[src/logic/serial_station_map.svh]
// offsets, reset values, limits and timing figures of the serial station block
`ifndef SERIAL_STATION_MAP_SVH
`define SERIAL_STATION_MAP_SVH

// register offsets
`define OFS_STATION_ADDRESS 16'h0300
`define OFS_PORT_BAUD_SELECT 16'h0302
`define OFS_PORT_FRAME_FORMAT 16'h0304

// reset values
`define RST_STATION_ADDRESS 16'h007f
`define RST_PORT_BAUD_SELECT 16'h0033
`define RST_PORT_FRAME_FORMAT 16'h0066

// field positions: digit 0 is the rs-232 port, digit 1 the rs-485 port
`define DIGIT_232_LSB 0
`define DIGIT_485_LSB 4
`define DIGIT_WIDTH 4

// legal ranges
`define ADDR_MIN 8'h01
`define ADDR_MAX 8'h7f
`define ADDR_HI_DIGIT_MAX 4'h7
`define ADDR_BROADCAST 8'hff
`define BAUD_CODE_MAX 4'h5
`define FMT_CODE_MAX 4'h8
`define FMT_RTU_FIRST 4'h6
`define FMT_DATA8_FIRST 4'h3

// timing: clock rate in hz and line rates in bits per second
`define CLK_HZ 100000000
`define BAUD_RATE_0 4800
`define BAUD_RATE_1 9600
`define BAUD_RATE_2 19200
`define BAUD_RATE_3 38400
`define BAUD_RATE_4 57600
`define BAUD_RATE_5 115200

`endif

[src/logic/serial_station_pkg.sv]
// types shared by the serial station configuration block
package serial_station_pkg;

  // parity selection, one-hot
  typedef enum logic [2:0] {
    PAR_NONE = 3'b001,
    PAR_EVEN = 3'b010,
    PAR_ODD = 3'b100
  } parity_e;

  // framing family, one-hot
  typedef enum logic [1:0] {
    MODE_ASCII = 2'b01,
    MODE_RTU = 2'b10
  } frame_mode_e;

endpackage

[src/logic/frame_format_decode.sv]
// per-port character framing decoder for one format code
`timescale 1ns/1ns
`include "serial_station_map.svh"

module frame_format_decode (
  input wire logic clk,
  input wire logic rst,
  input wire logic [3:0] fmt_code,
  output logic data8_r,
  output serial_station_pkg::parity_e parity_r,
  output logic two_stop_r,
  output serial_station_pkg::frame_mode_e mode_r
);
  import serial_station_pkg::*;

  logic data8_nxt;
  parity_e parity_nxt;
  logic two_stop_nxt;
  frame_mode_e mode_nxt;

  // ------------------------------------------------
  // code to framing
  // ------------------------------------------------
  // codes step none/even/odd within each group of three
  always_comb begin
    data8_nxt = (fmt_code >= `FMT_DATA8_FIRST);
    mode_nxt = (fmt_code >= `FMT_RTU_FIRST) ? MODE_RTU : MODE_ASCII;
    case (fmt_code)
      4'h0, 4'h3, 4'h6: parity_nxt = PAR_NONE;
      4'h1, 4'h4, 4'h7: parity_nxt = PAR_EVEN;
      4'h2, 4'h5, 4'h8: parity_nxt = PAR_ODD;
      default: parity_nxt = PAR_NONE;
    endcase
    two_stop_nxt = (parity_nxt == PAR_NONE); // no parity pairs with two stops
  end

  // ------------------------------------------------
  // registered outputs
  // ------------------------------------------------
  // reset shows the default code 6: rtu, 8 data, no parity, 2 stops
  always_ff @(posedge clk or posedge rst) begin
    if (rst) begin
      data8_r <= 1'b1;
      parity_r <= PAR_NONE;
      two_stop_r <= 1'b1;
      mode_r <= MODE_RTU;
    end else begin
      data8_r <= data8_nxt;
      parity_r <= parity_nxt;
      two_stop_r <= two_stop_nxt;
      mode_r <= mode_nxt;
    end
  end

  // ------------------------------------------------
  // checks
  // ------------------------------------------------
  property p_rtu_is_8bit;
    @(posedge clk) disable iff (rst)
    (fmt_code >= `FMT_RTU_FIRST && fmt_code <= `FMT_CODE_MAX) |=> (mode_r == MODE_RTU) && data8_r;
  endproperty
  a_rtu_is_8bit: assert property (p_rtu_is_8bit) else $error("rtu code not decoded as 8-bit rtu");

  property p_ascii_7bit;
    @(posedge clk) disable iff (rst)
    (fmt_code < `FMT_DATA8_FIRST) |=> (mode_r == MODE_ASCII) && !data8_r;
  endproperty
  a_ascii_7bit: assert property (p_ascii_7bit) else $error("low code not decoded as 7-bit ascii");

  property p_parity_stops;
    @(posedge clk) disable iff (rst)
    (fmt_code == 4'h7) |=> (parity_r == PAR_EVEN) && !two_stop_r;
  endproperty
  a_parity_stops: assert property (p_parity_stops) else $error("code 7 not even parity one stop");

endmodule

[src/logic/serial_station_config.sv]
// station address match, per-port baud and framing configuration registers
`timescale 1ns/1ns
`include "serial_station_map.svh"

module serial_station_config #(
  parameter int CLK_HZ = `CLK_HZ
) (
  input wire logic clk,
  input wire logic rst,
  input wire logic [15:0] reg_addr,
  input wire logic reg_wr,
  input wire logic [15:0] reg_wdata,
  input wire logic reg_rd,
  output logic [15:0] reg_rdata,
  output logic reg_rvalid,
  output logic reg_wr_err,
  input wire logic [7:0] frame_addr,
  input wire logic frame_addr_valid,
  output logic frame_accept,
  output logic frame_discard,
  output logic frame_broadcast,
  output logic [7:0] station_addr,
  output logic [1:0][15:0] port_baud_div,
  output logic [1:0] port_data8,
  output serial_station_pkg::parity_e [1:0] port_parity,
  output logic [1:0] port_two_stop,
  output serial_station_pkg::frame_mode_e [1:0] port_mode
);
  import serial_station_pkg::*;

  // ------------------------------------------------
  // elaboration check and bit-time counts
  // ------------------------------------------------
  // slowest rate must still fit the 16-bit bit-time count
  if (CLK_HZ < 2 * `BAUD_RATE_5 || (CLK_HZ + `BAUD_RATE_0 / 2) / `BAUD_RATE_0 > 65535) begin : g_bad_clk
    $error("clock rate outside what the bit-time counts can serve");
  end

  // bit time in clock cycles, rounded to nearest
  localparam logic [15:0] BAUD_DIV_0 = 16'((CLK_HZ + `BAUD_RATE_0 / 2) / `BAUD_RATE_0);
  localparam logic [15:0] BAUD_DIV_1 = 16'((CLK_HZ + `BAUD_RATE_1 / 2) / `BAUD_RATE_1);
  localparam logic [15:0] BAUD_DIV_2 = 16'((CLK_HZ + `BAUD_RATE_2 / 2) / `BAUD_RATE_2);
  localparam logic [15:0] BAUD_DIV_3 = 16'((CLK_HZ + `BAUD_RATE_3 / 2) / `BAUD_RATE_3);
  localparam logic [15:0] BAUD_DIV_4 = 16'((CLK_HZ + `BAUD_RATE_4 / 2) / `BAUD_RATE_4);
  localparam logic [15:0] BAUD_DIV_5 = 16'((CLK_HZ + `BAUD_RATE_5 / 2) / `BAUD_RATE_5);

  // baud code to bit-time count
  function automatic logic [15:0] baud_div(input logic [3:0] code);
    case (code)
      4'h0: baud_div = BAUD_DIV_0;
      4'h1: baud_div = BAUD_DIV_1;
      4'h2: baud_div = BAUD_DIV_2;
      4'h3: baud_div = BAUD_DIV_3;
      4'h4: baud_div = BAUD_DIV_4;
      4'h5: baud_div = BAUD_DIV_5;
      default: baud_div = BAUD_DIV_3;
    endcase
  endfunction

  // two per-port digits both within limit, upper byte clear
  function automatic logic digits_ok(input logic [15:0] val, input logic [3:0] max);
    digits_ok = (val[15:8] == 8'h00) && (val[7:4] <= max) && (val[3:0] <= max);
  endfunction

  logic [7:0] station_r;
  logic [7:0] baud_r;
  logic [7:0] fmt_r;
  logic wr_addr;
  logic wr_baud;
  logic wr_fmt;
  logic addr_ok;
  logic baud_ok;
  logic fmt_ok;

  // ------------------------------------------------
  // write decode and value checks
  // ------------------------------------------------
  assign wr_addr = reg_wr && (reg_addr == `OFS_STATION_ADDRESS);
  assign wr_baud = reg_wr && (reg_addr == `OFS_PORT_BAUD_SELECT);
  assign wr_fmt = reg_wr && (reg_addr == `OFS_PORT_FRAME_FORMAT);
  // high digit 0..7, nonzero, so 0xff can never land
  assign addr_ok = (reg_wdata[15:8] == 8'h00) && (reg_wdata[7:4] <= `ADDR_HI_DIGIT_MAX) &&
                   (reg_wdata[7:0] >= `ADDR_MIN);
  assign baud_ok = digits_ok(reg_wdata, `BAUD_CODE_MAX);
  assign fmt_ok = digits_ok(reg_wdata, `FMT_CODE_MAX);

  // ------------------------------------------------
  // station address register
  // ------------------------------------------------
  // out-of-range writes leave the old value
  always_ff @(posedge clk or posedge rst) begin
    if (rst) begin
      station_r <= 8'(`RST_STATION_ADDRESS);
    end else if (wr_addr && addr_ok) begin
      station_r <= reg_wdata[7:0];
    end
  end

  // ------------------------------------------------
  // baud and format registers
  // ------------------------------------------------
  always_ff @(posedge clk or posedge rst) begin
    if (rst) begin
      baud_r <= 8'(`RST_PORT_BAUD_SELECT);
    end else if (wr_baud && baud_ok) begin
      baud_r <= reg_wdata[7:0];
    end
  end

  always_ff @(posedge clk or posedge rst) begin
    if (rst) begin
      fmt_r <= 8'(`RST_PORT_FRAME_FORMAT);
    end else if (wr_fmt && fmt_ok) begin
      fmt_r <= reg_wdata[7:0];
    end
  end

  // refused write flagged for one cycle
  always_ff @(posedge clk or posedge rst) begin
    if (rst) begin
      reg_wr_err <= 1'b0;
    end else begin
      reg_wr_err <= (wr_addr && !addr_ok) || (wr_baud && !baud_ok) || (wr_fmt && !fmt_ok);
    end
  end

  // ------------------------------------------------
  // register read
  // ------------------------------------------------
  // unmapped offsets read zero, data one cycle after the strobe
  always_ff @(posedge clk or posedge rst) begin
    if (rst) begin
      reg_rdata <= 16'h0000;
      reg_rvalid <= 1'b0;
    end else begin
      reg_rvalid <= reg_rd;
      if (reg_rd) begin
        case (reg_addr)
          `OFS_STATION_ADDRESS: reg_rdata <= {8'h00, station_r};
          `OFS_PORT_BAUD_SELECT: reg_rdata <= {8'h00, baud_r};
          `OFS_PORT_FRAME_FORMAT: reg_rdata <= {8'h00, fmt_r};
          default: reg_rdata <= 16'h0000;
        endcase
      end
    end
  end

  // ------------------------------------------------
  // station address match
  // ------------------------------------------------
  // one verdict pulse per offered address byte
  always_ff @(posedge clk or posedge rst) begin
    if (rst) begin
      frame_accept <= 1'b0;
      frame_discard <= 1'b0;
      frame_broadcast <= 1'b0;
    end else begin
      frame_broadcast <= frame_addr_valid && (frame_addr == `ADDR_BROADCAST);
      frame_accept <= frame_addr_valid &&
                      ((frame_addr == station_r) || (frame_addr == `ADDR_BROADCAST));
      frame_discard <= frame_addr_valid &&
                       (frame_addr != station_r) && (frame_addr != `ADDR_BROADCAST);
    end
  end

  // shared address also handed to the can side
  assign station_addr = station_r;

  // ------------------------------------------------
  // per-port baud and framing
  // ------------------------------------------------
  for (genvar p = 0; p < 2; p++) begin : g_port
    localparam int LSB = (p == 0) ? `DIGIT_232_LSB : `DIGIT_485_LSB;

    always_ff @(posedge clk or posedge rst) begin
      if (rst) begin
        port_baud_div[p] <= BAUD_DIV_3;
      end else begin
        port_baud_div[p] <= baud_div(baud_r[LSB +: `DIGIT_WIDTH]);
      end
    end

    frame_format_decode u_fmt (
      .clk(clk),
      .rst(rst),
      .fmt_code(fmt_r[LSB +: `DIGIT_WIDTH]),
      .data8_r(port_data8[p]),
      .parity_r(port_parity[p]),
      .two_stop_r(port_two_stop[p]),
      .mode_r(port_mode[p])
    );
  end

  // ------------------------------------------------
  // checks
  // ------------------------------------------------
  property p_addr_in_range;
    @(posedge clk) disable iff (rst)
    (station_r >= `ADDR_MIN) && (station_r <= `ADDR_MAX) && (station_r[7:4] <= `ADDR_HI_DIGIT_MAX);
  endproperty
  a_addr_in_range: assert property (p_addr_in_range) else $error("station address out of range");

  property p_bad_addr_refused;
    @(posedge clk) disable iff (rst)
    (wr_addr && (reg_wdata == 16'h00ff || reg_wdata == 16'h0000)) |=> $stable(station_r) && reg_wr_err;
  endproperty
  a_bad_addr_refused: assert property (p_bad_addr_refused) else $error("illegal address accepted");

  property p_good_addr_taken;
    @(posedge clk) disable iff (rst)
    (wr_addr && addr_ok) |=> (station_r == $past(reg_wdata[7:0])) && !reg_wr_err;
  endproperty
  a_good_addr_taken: assert property (p_good_addr_taken) else $error("legal address not stored");

  property p_broadcast_accept;
    @(posedge clk) disable iff (rst)
    (frame_addr_valid && frame_addr == `ADDR_BROADCAST) |=> frame_accept && frame_broadcast && !frame_discard;
  endproperty
  a_broadcast_accept: assert property (p_broadcast_accept) else $error("broadcast frame not accepted");

  property p_own_accept;
    @(posedge clk) disable iff (rst)
    (frame_addr_valid && frame_addr == station_r) |=> frame_accept && !frame_discard;
  endproperty
  a_own_accept: assert property (p_own_accept) else $error("own address frame not accepted");

  property p_other_discard;
    @(posedge clk) disable iff (rst)
    (frame_addr_valid && frame_addr != station_r && frame_addr != `ADDR_BROADCAST)
      |=> frame_discard && !frame_accept;
  endproperty
  a_other_discard: assert property (p_other_discard) else $error("foreign frame not dropped");

  property p_no_verdict_idle;
    @(posedge clk) disable iff (rst)
    !frame_addr_valid |=> !frame_accept && !frame_discard && !frame_broadcast;
  endproperty
  a_no_verdict_idle: assert property (p_no_verdict_idle) else $error("verdict without address");

  property p_baud_485_fast;
    @(posedge clk) disable iff (rst)
    (baud_r[7:4] == 4'h5) |=> (port_baud_div[1] == BAUD_DIV_5);
  endproperty
  a_baud_485_fast: assert property (p_baud_485_fast) else $error("rs-485 baud count wrong");

  property p_baud_232_slow;
    @(posedge clk) disable iff (rst)
    (baud_r[3:0] == 4'h0) |=> (port_baud_div[0] == BAUD_DIV_0);
  endproperty
  a_baud_232_slow: assert property (p_baud_232_slow) else $error("rs-232 baud count wrong");

  property p_fmt_digits_legal;
    @(posedge clk) disable iff (rst)
    (fmt_r[3:0] <= `FMT_CODE_MAX) && (fmt_r[7:4] <= `FMT_CODE_MAX) &&
    (baud_r[3:0] <= `BAUD_CODE_MAX) && (baud_r[7:4] <= `BAUD_CODE_MAX);
  endproperty
  a_fmt_digits_legal: assert property (p_fmt_digits_legal) else $error("port code out of range");

  c_broadcast: cover property (@(posedge clk) disable iff (rst) frame_broadcast);
  c_discard: cover property (@(posedge clk) disable iff (rst) frame_discard);
  c_addr_write: cover property (@(posedge clk) disable iff (rst) wr_addr && addr_ok);
  c_refused: cover property (@(posedge clk) disable iff (rst) reg_wr_err);

endmodule

[config.mk]
export PLATFORM = sky130hd
export DESIGN_NAME = serial_station_config
export DESIGN_NICKNAME = d
export VERILOG_FILES = /design/src/logic/serial_station_pkg.sv /design/src/logic/frame_format_decode.sv /design/src/logic/serial_station_config.sv
export VERILOG_INCLUDE_DIRS = /design/src /design/src/logic
export SDC_FILE = /design/constraint.sdc
export NUM_CORES = 1
export LEC_CHECK = 0
export BUFFER_PORTS_ARGS = -buffer_cell sky130_fd_sc_hd__buf_4
export CELL_PAD_IN_SITES_DETAIL_PLACEMENT = 2
export CELL_PAD_IN_SITES_GLOBAL_PLACEMENT = 2
export CORE_MARGIN = 1.5
export CORE_UTILIZATION = 29
export CTS_CLUSTER_SIZE = 8
export DETAILED_ROUTE_END_ITERATION = 8
export GPL_TIMING_DRIVEN = 0
export PLACE_DENSITY_LB_ADDON = 0.1
export SLEW_MARGIN = 20
export SYNTH_ARGS = -nofsm -noshare
export SYNTH_HDL_FRONTEND = slang
export SYNTH_SLANG_ARGS = --single-unit
[constraint.sdc]
create_clock -name clk -period 2.1 [get_ports clk]
set_clock_uncertainty 0.05 [all_clocks]
set_input_delay 0.21 -clock clk [delete_from_list [all_inputs] [get_ports clk]]
set_output_delay 0.21 -clock clk [all_outputs]
set_load 0.01 [all_outputs]
# [Word-level counts from Yosys, hierarchy flattened]
# Memory sizes are Yosys's and may differ from the RTL's.
# Index checks and enable logic that the tools add are counted.
[classes] n_reduce_logical=28 n_lt_le_gt_ge=10 eq_ne=17 n_mux=5
[op_table] cell="case mux 15 bit (5 select lines)" count=2
[op_table] cell="== test 16 x 10 -> 1 bit, second input constant" count=3
[op_table] cell="case mux 8 bit (3 select lines)" count=1
[op_table] cell="logical AND 1 bit" count=19
[op_table] cell="== test 4 x 3 -> 1 bit, second input constant" count=4
[op_table] cell="<= comparator 4 x 3 -> 1 bit, second input constant" count=3
[op_table] cell="== test 4 x 1 -> 1 bit, second input constant" count=2
[op_table] cell="== test 4 x 2 -> 1 bit, second input constant" count=2
[op_table] cell="== test 8 bit" count=1
[op_table] cell="== test 8 bit, second input constant" count=1
[op_table] cell="greater-or-equal comparator 4 x 2 -> 1 bit, second input constant" count=2
[op_table] cell="greater-or-equal comparator 4 x 3 -> 1 bit, second input constant" count=2
[op_table] cell="greater-or-equal comparator 8 x 1 -> 1 bit, second input constant" count=1
[op_table] cell="<= comparator 4 bit, second input constant" count=2
[op_table] cell="zero test 4 bit" count=2
[op_table] cell="zero test 8 bit" count=1
[op_table] cell="inequality test 8 bit" count=1
[op_table] cell="inequality test 8 bit, second input constant" count=1
[op_table] cell="== test 3 x 1 -> 1 bit, second input constant" count=2
[op_table] cell="two-way mux 2 bit" count=2
[op_table] cell="zero test 1 bit" count=3
[op_table] cell="logical OR 1 bit" count=3
[totals] word_cells=81 n_memories=2 register_bits=91 output_inout_bits=75 romBits=96
[mem_list] memory="(name not given)" words=16 width=3 read_ports=1 rd_clocked_by_memory_dff=0 wr=0 line_no="frame_format_decode.sv:28" source="case (fmt_code)"
[mem_list] memory="(name not given)" words=16 width=3 read_ports=1 rd_clocked_by_memory_dff=0 wr=0 line_no="frame_format_decode.sv:28"

# [Logic depth before layout (Yosys ltp)]
[depth] ltp_word=7 ltp_mapped=6 ltp_nobuf=6

# [By module]
# A second synthesis with hierarchy kept.
[unflattened] cells_unflattened=305 hier_area_um2=3771.1
[by_module_without_submodules] mod="serial_station_config" seq_area_each_um2=1657.8 cells_each=240 area_per_inst_um2=2990.4 instances=1
[by_module_without_submodules] mod="frame_format_decode (g_port[0].u_fmt)" seq_area_each_um2=180.2 cells_each=33 area_per_inst_um2=391.6 instances=1
[by_module_without_submodules] mod="frame_format_decode (g_port[1].u_fmt)" seq_area_each_um2=180.2 cells_each=32 area_per_inst_um2=389.1 instances=1

# [Least setup slack after synthesis]
# OpenSTA, ideal clock, no wires.
[synth_timing] path_type="in2reg" from="input port reg_addr[13]" to="register station_r[0] (netlist: station_addr[0])" arrival_ps=1951 setup_ps=82 n_path_buf=1 stages=5 required_time_ps=1968 path_slack_ps=17 path_cell_list="or4_4 buf_6 nor4_4 nand4_4 mux2_4"
[synth_via] elab_chain_len=3
[synth_lines] element="from (decl)" line_no="serial_station_config.sv:10" source="input wire logic [15:0] reg_addr,"
[synth_lines] element="== test 16 x 10 -> 1 bit"
[synth_lines] element="logical AND 1 bit" line_no="serial_station_config.sv:78" source="assign wr_addr = reg_wr && (reg_addr == `OFS_STATION_ADDRESS);"
[synth_lines] element="logical AND 1 bit" line_no="serial_station_config.sv:94" source="end else if (wr_addr && addr_ok) begin"
[synth_lines] element="to (signal assigned)" line_no="serial_station_config.sv:93" source="station_r <= 8'(`RST_STATION_ADDRESS);"
[synth_lines] element="to (signal assigned)" line_no="serial_station_config.sv:95" source="station_r <= reg_wdata[7:0];"
[synth_lines] element="to (decl)" line_no="serial_station_config.sv:65" source="logic [7:0] station_r;"
# No other way between the ends.
# A chain may end at the register's enable or synchronous reset.

# [Final worst setup path]
[layout_timing] from="input port reg_addr[1]" to="register station_r[3] (netlist: station_addr[3])"
# Same word-level chain as after synthesis.

==> flow_summary.ini <==
[synth]
seq_area_frac_synth_pct = 54.7
postSynth.asyncResetShare_pct = 100
syn_avg_cell_area_um2 = 12.2
synth_warnings = 0
syn_inst = 303
synth_edf_count = 0
synth_compound_area_share_pct = 9.05
synth_mux_area_share_pct = 8.27
ys_ff_latch = 79
synth_area_um2 = 3690
synth_cell_type_count = 47
synthFlopType = dfrtp_1
yosys.area_share.simple_pct = 15.4
synthXorXnorAreaFrac_pct = 3.32
synth-adder-area-share_pct = 2.71
synth_top_family_by_area = simple AND/OR/NAND/NOR gates

[die]
num_rows = 41
dieHeight_um = 116
initial_core_util_pct = 29.5
die_area_um2 = 13400
coreArea_um2 = 12500
dieWidth_um = 116
num_io_pins = 120

[timing]
rsz0062_at_grt = false
worst_pin_slew_ps = 577
fmax_mhz = 524
max-slew-margin-rel_pct = 61.2
layout_setup_ws_ps = 190
min_period_over_period_pct = 91.0
setup_viol = 0
period_needed_ps = 1910
maxSlewViolCount = 0
finalHoldViolations = 0

[global_route]
grt_pass1_vias = 3031
grt_max_degree = 37
antenna_found_initial = 0
grt_usage_pct = 16.0
grt_pass1_wl_um = 16200
grt_overflow_total = 0

[drt]
wl_met2_um = 4910
via_count = 2776
wl_met3_um = 454
wl_met1_um = 4410
wl_per_cell_um = 16.2
drtPass1Iterations = 4
top_layer = met4
drt_iter0_drc = 80
drc = 0
routed_wl_um = 9970
viasPerCell = 4.51
postRouteAntennaNets = 0

[cts]
cts_buffers = 9
cts_sinks = 79
clk_latency_ps = 340
cts_root_buf = clkbuf_16
cts_tree = done
clock_path_buffers = 2
cts_max_level = 3
clk_pin_slew_ps = 60

[worst_hold_path]
min_from = reg_rd
whs_path_depth = 1
hold_path_end = reg_rvalid$_DFF_PP0_
min_path_type = in -> reg

[worst_setup_path]
crit_top_cell = buf_4
crit_arrival_ps = 2130
cp_top_family = simple AND/OR/NAND/NOR gates
worstReg2RegStart = fmt_r[5]$_DFFE_PP1P_
max_stage_delay_ps = 710
worstSetupPathType = in -> reg
worst_setup_path_end_kind = flop
critical_path_buf_inv_count = 2
crit_slowest_cell = or4_2
critPathRequiredTime_ps = 2320
r2r_end = g_port[1].u_fmt.two_stop_r$_DFF_PP1_
crit_path_max_fanout = 8
cp_cell_sequence = buf_4 -> or4_2 -> nor4_4 -> buf_4 -> nand4_4 -> mux2_4
ff2ff_path_depth = 5
setup.worst_path.start_class = primary input
ff2ff_setup_slack_ps = 390

[final_layout]
areaGrowthSynthToFinish_pct = 39.1
drive_above_1_share_pct = 48.8
final_core_util_pct = 41.0
diodes = 0
nets = 491
fill_cells = 1378

[pwr]
power_per_cell_area_nw_per_um2 = 622
finalPower_w = 0.00319
irDropWorstVdd_v = 0.000317
p_leak_nw = 2.36

[place]
gp_congestion = 0.729
dpl.hpwl_um = 7480
place_ws_ps = -482
numPortBuffers = 106

[run]
maxCapViolations = 0

[status]
status = completed
where the power goes:
| part | total (W) | internal [W] | switching [W] |
|---|---|---|---|
| sequential | 0.00153 | 0.00153 | 0.00000102 |
| clock | 0.00146 | 0.000831 | 0.000632 |
| combinational | 0.000202 | 0.000100 | 0.000102 |
state kept, by name, indices dropped and copies added (netlist names), 2 cells and up:
| register | cells |
|---|---|
| g_port.u_fmt.mode_r | 4 |
| g_port.u_fmt.data8_r | 2 |
| g_port.u_fmt.parity_r | 6 |
| station_addr | 8 |
| g_port.u_fmt.two_stop_r | 2 |
| baud_r | 8 |
| fmt_r | 8 |
| port_baud_div | 28 |
| reg_rdata | 8 |
stage by stage:
stage | instance area [um^2] | hold slack (ps) | TNS, ps | cells
final | 5140 | 16.9 | 0 | 615
after global routing | 5140 | 11.2 | 0 | 615
after CTS | 5080 | 4.35 | 0 | 612
after detailed placement | 4790 | 188 | -11230 | 594
after global placement | 4750 | 358 | -9700 | 592
after floorplan | 3740 | 191 | 0 | 314
layout by cell type (no fill, tap or decap), types with 2 or more instances in the layout:
master,Yosys,final
buf_4,17,126
dfrtp_1,46,46
dfstp_2,33,33
mux2_2,16,16
a22oi_1,16,16
clkbuf_1,13,14
nor2_1,12,12
inv_1,13,12
conb_1,1,12
and2_1,11,11
nand2b_1,11,11
o21ai_0,10,10
nor3_1,9,9
xor2_1,9,9
clkbuf_16,0,9
a21boi_0,8,8
ha_1,8,8
mux2_4,7,7
nor4_1,6,6
nor2b_1,5,5
xnor2_1,5,5
clkinvlp_4,0,5
nand4_1,4,4
or3_1,4,4
nor4_4,1,3
a21oi_1,3,3
a211oi_1,3,3
nand3b_1,3,3
nand2_1,3,3
buf_12,0,3
or4_1,2,2
or4_2,2,2
o21bai_1,2,2
mux2i_1,2,2
or4b_2,2,2
how the worst max path moves through the flow:
stage                     cells past startpoint          from                          end  slack [ps]
after detailed placement                      5  reg_wdata[9]        baud_r[2]$_DFFE_PP0P_        -480
after floorplan                               5  reg_addr[13]  station_addr[0]$_DFFE_PP1P_          20
final                                         6   reg_addr[1]  station_addr[3]$_DFFE_PP1P_         190
after CTS                                     6  reg_addr[13]  station_addr[3]$_DFFE_PP1P_         0.6
after global routing                          6  reg_wdata[9]        baud_r[2]$_DFFE_PP0P_          40
after global placement                        5  reg_wdata[9]        baud_r[6]$_DFFE_PP0P_        -460
Yosys cell counts (6+ instances only):
library cell	instances	area share, %
dfrtp_1	46	31
dfstp_2	33	23
buf_4	17	3.5
a22oi_1	16	3.3
mux2_2	16	4.9
clkbuf_1	13	1.3
inv_1	13	1.3
nor2_1	12	1.2
and2_1	11	1.9
nand2b_1	11	1.9
o21ai_0	10	1.4
nor3_1	9	1.2
xor2_1	9	2.1
a21boi_0	8	1.6
ha_1	8	2.7
mux2_4	7	2.8
nor4_1	6	1.0
routing by layer:
| metal | vias to the layer above | GRT usage, % |
|---|---|---|
| li1 | 1305 | - |
| met1 | 1379 | 20.4 |
| met2 | 81 | 26.9 |
| met3 | 11 | 2.67 |
| met4 | 0 | 6.83 |
| met5 | - | 0 |
logic make-up after synthesis:
logic type / count (synthesis)
and+or+nand+nor: 84
xor gates and xnor gates: 14
adders and majority gates: 8
muxes: 25
DFF: 79
AOI/OAI and AO/OA: 47
other: 1
buffers and inverters: 45
area by class of cell:
type	count	area, um^2	area share, %
sequential	79	2020	39.3
multi-input combinational	190	1490	29.0
timing repair buffer	113	888	17.3
clock buffer	11	243	4.73
tap	172	215	4.19
buffer	32	193	3.75
inverter	13	52.6	1.02
clock inverter	5	35.0	0.682
timing repair:
| item | in CTS | in global routing |
|---|---|---|
| endpoints found under the setup margin | 8 | 24 |
| hold buffers | 1 | 0 |
| setup buffers | 1 | 3 |
| pin swaps | 1 | 2 |
| gates resized for setup | 0 | 2 |
| cloned | 0 | 0 |
| endpoints found under the hold margin | 7 | 0 |
No activity file was read; power rests on OpenSTA's default activity.
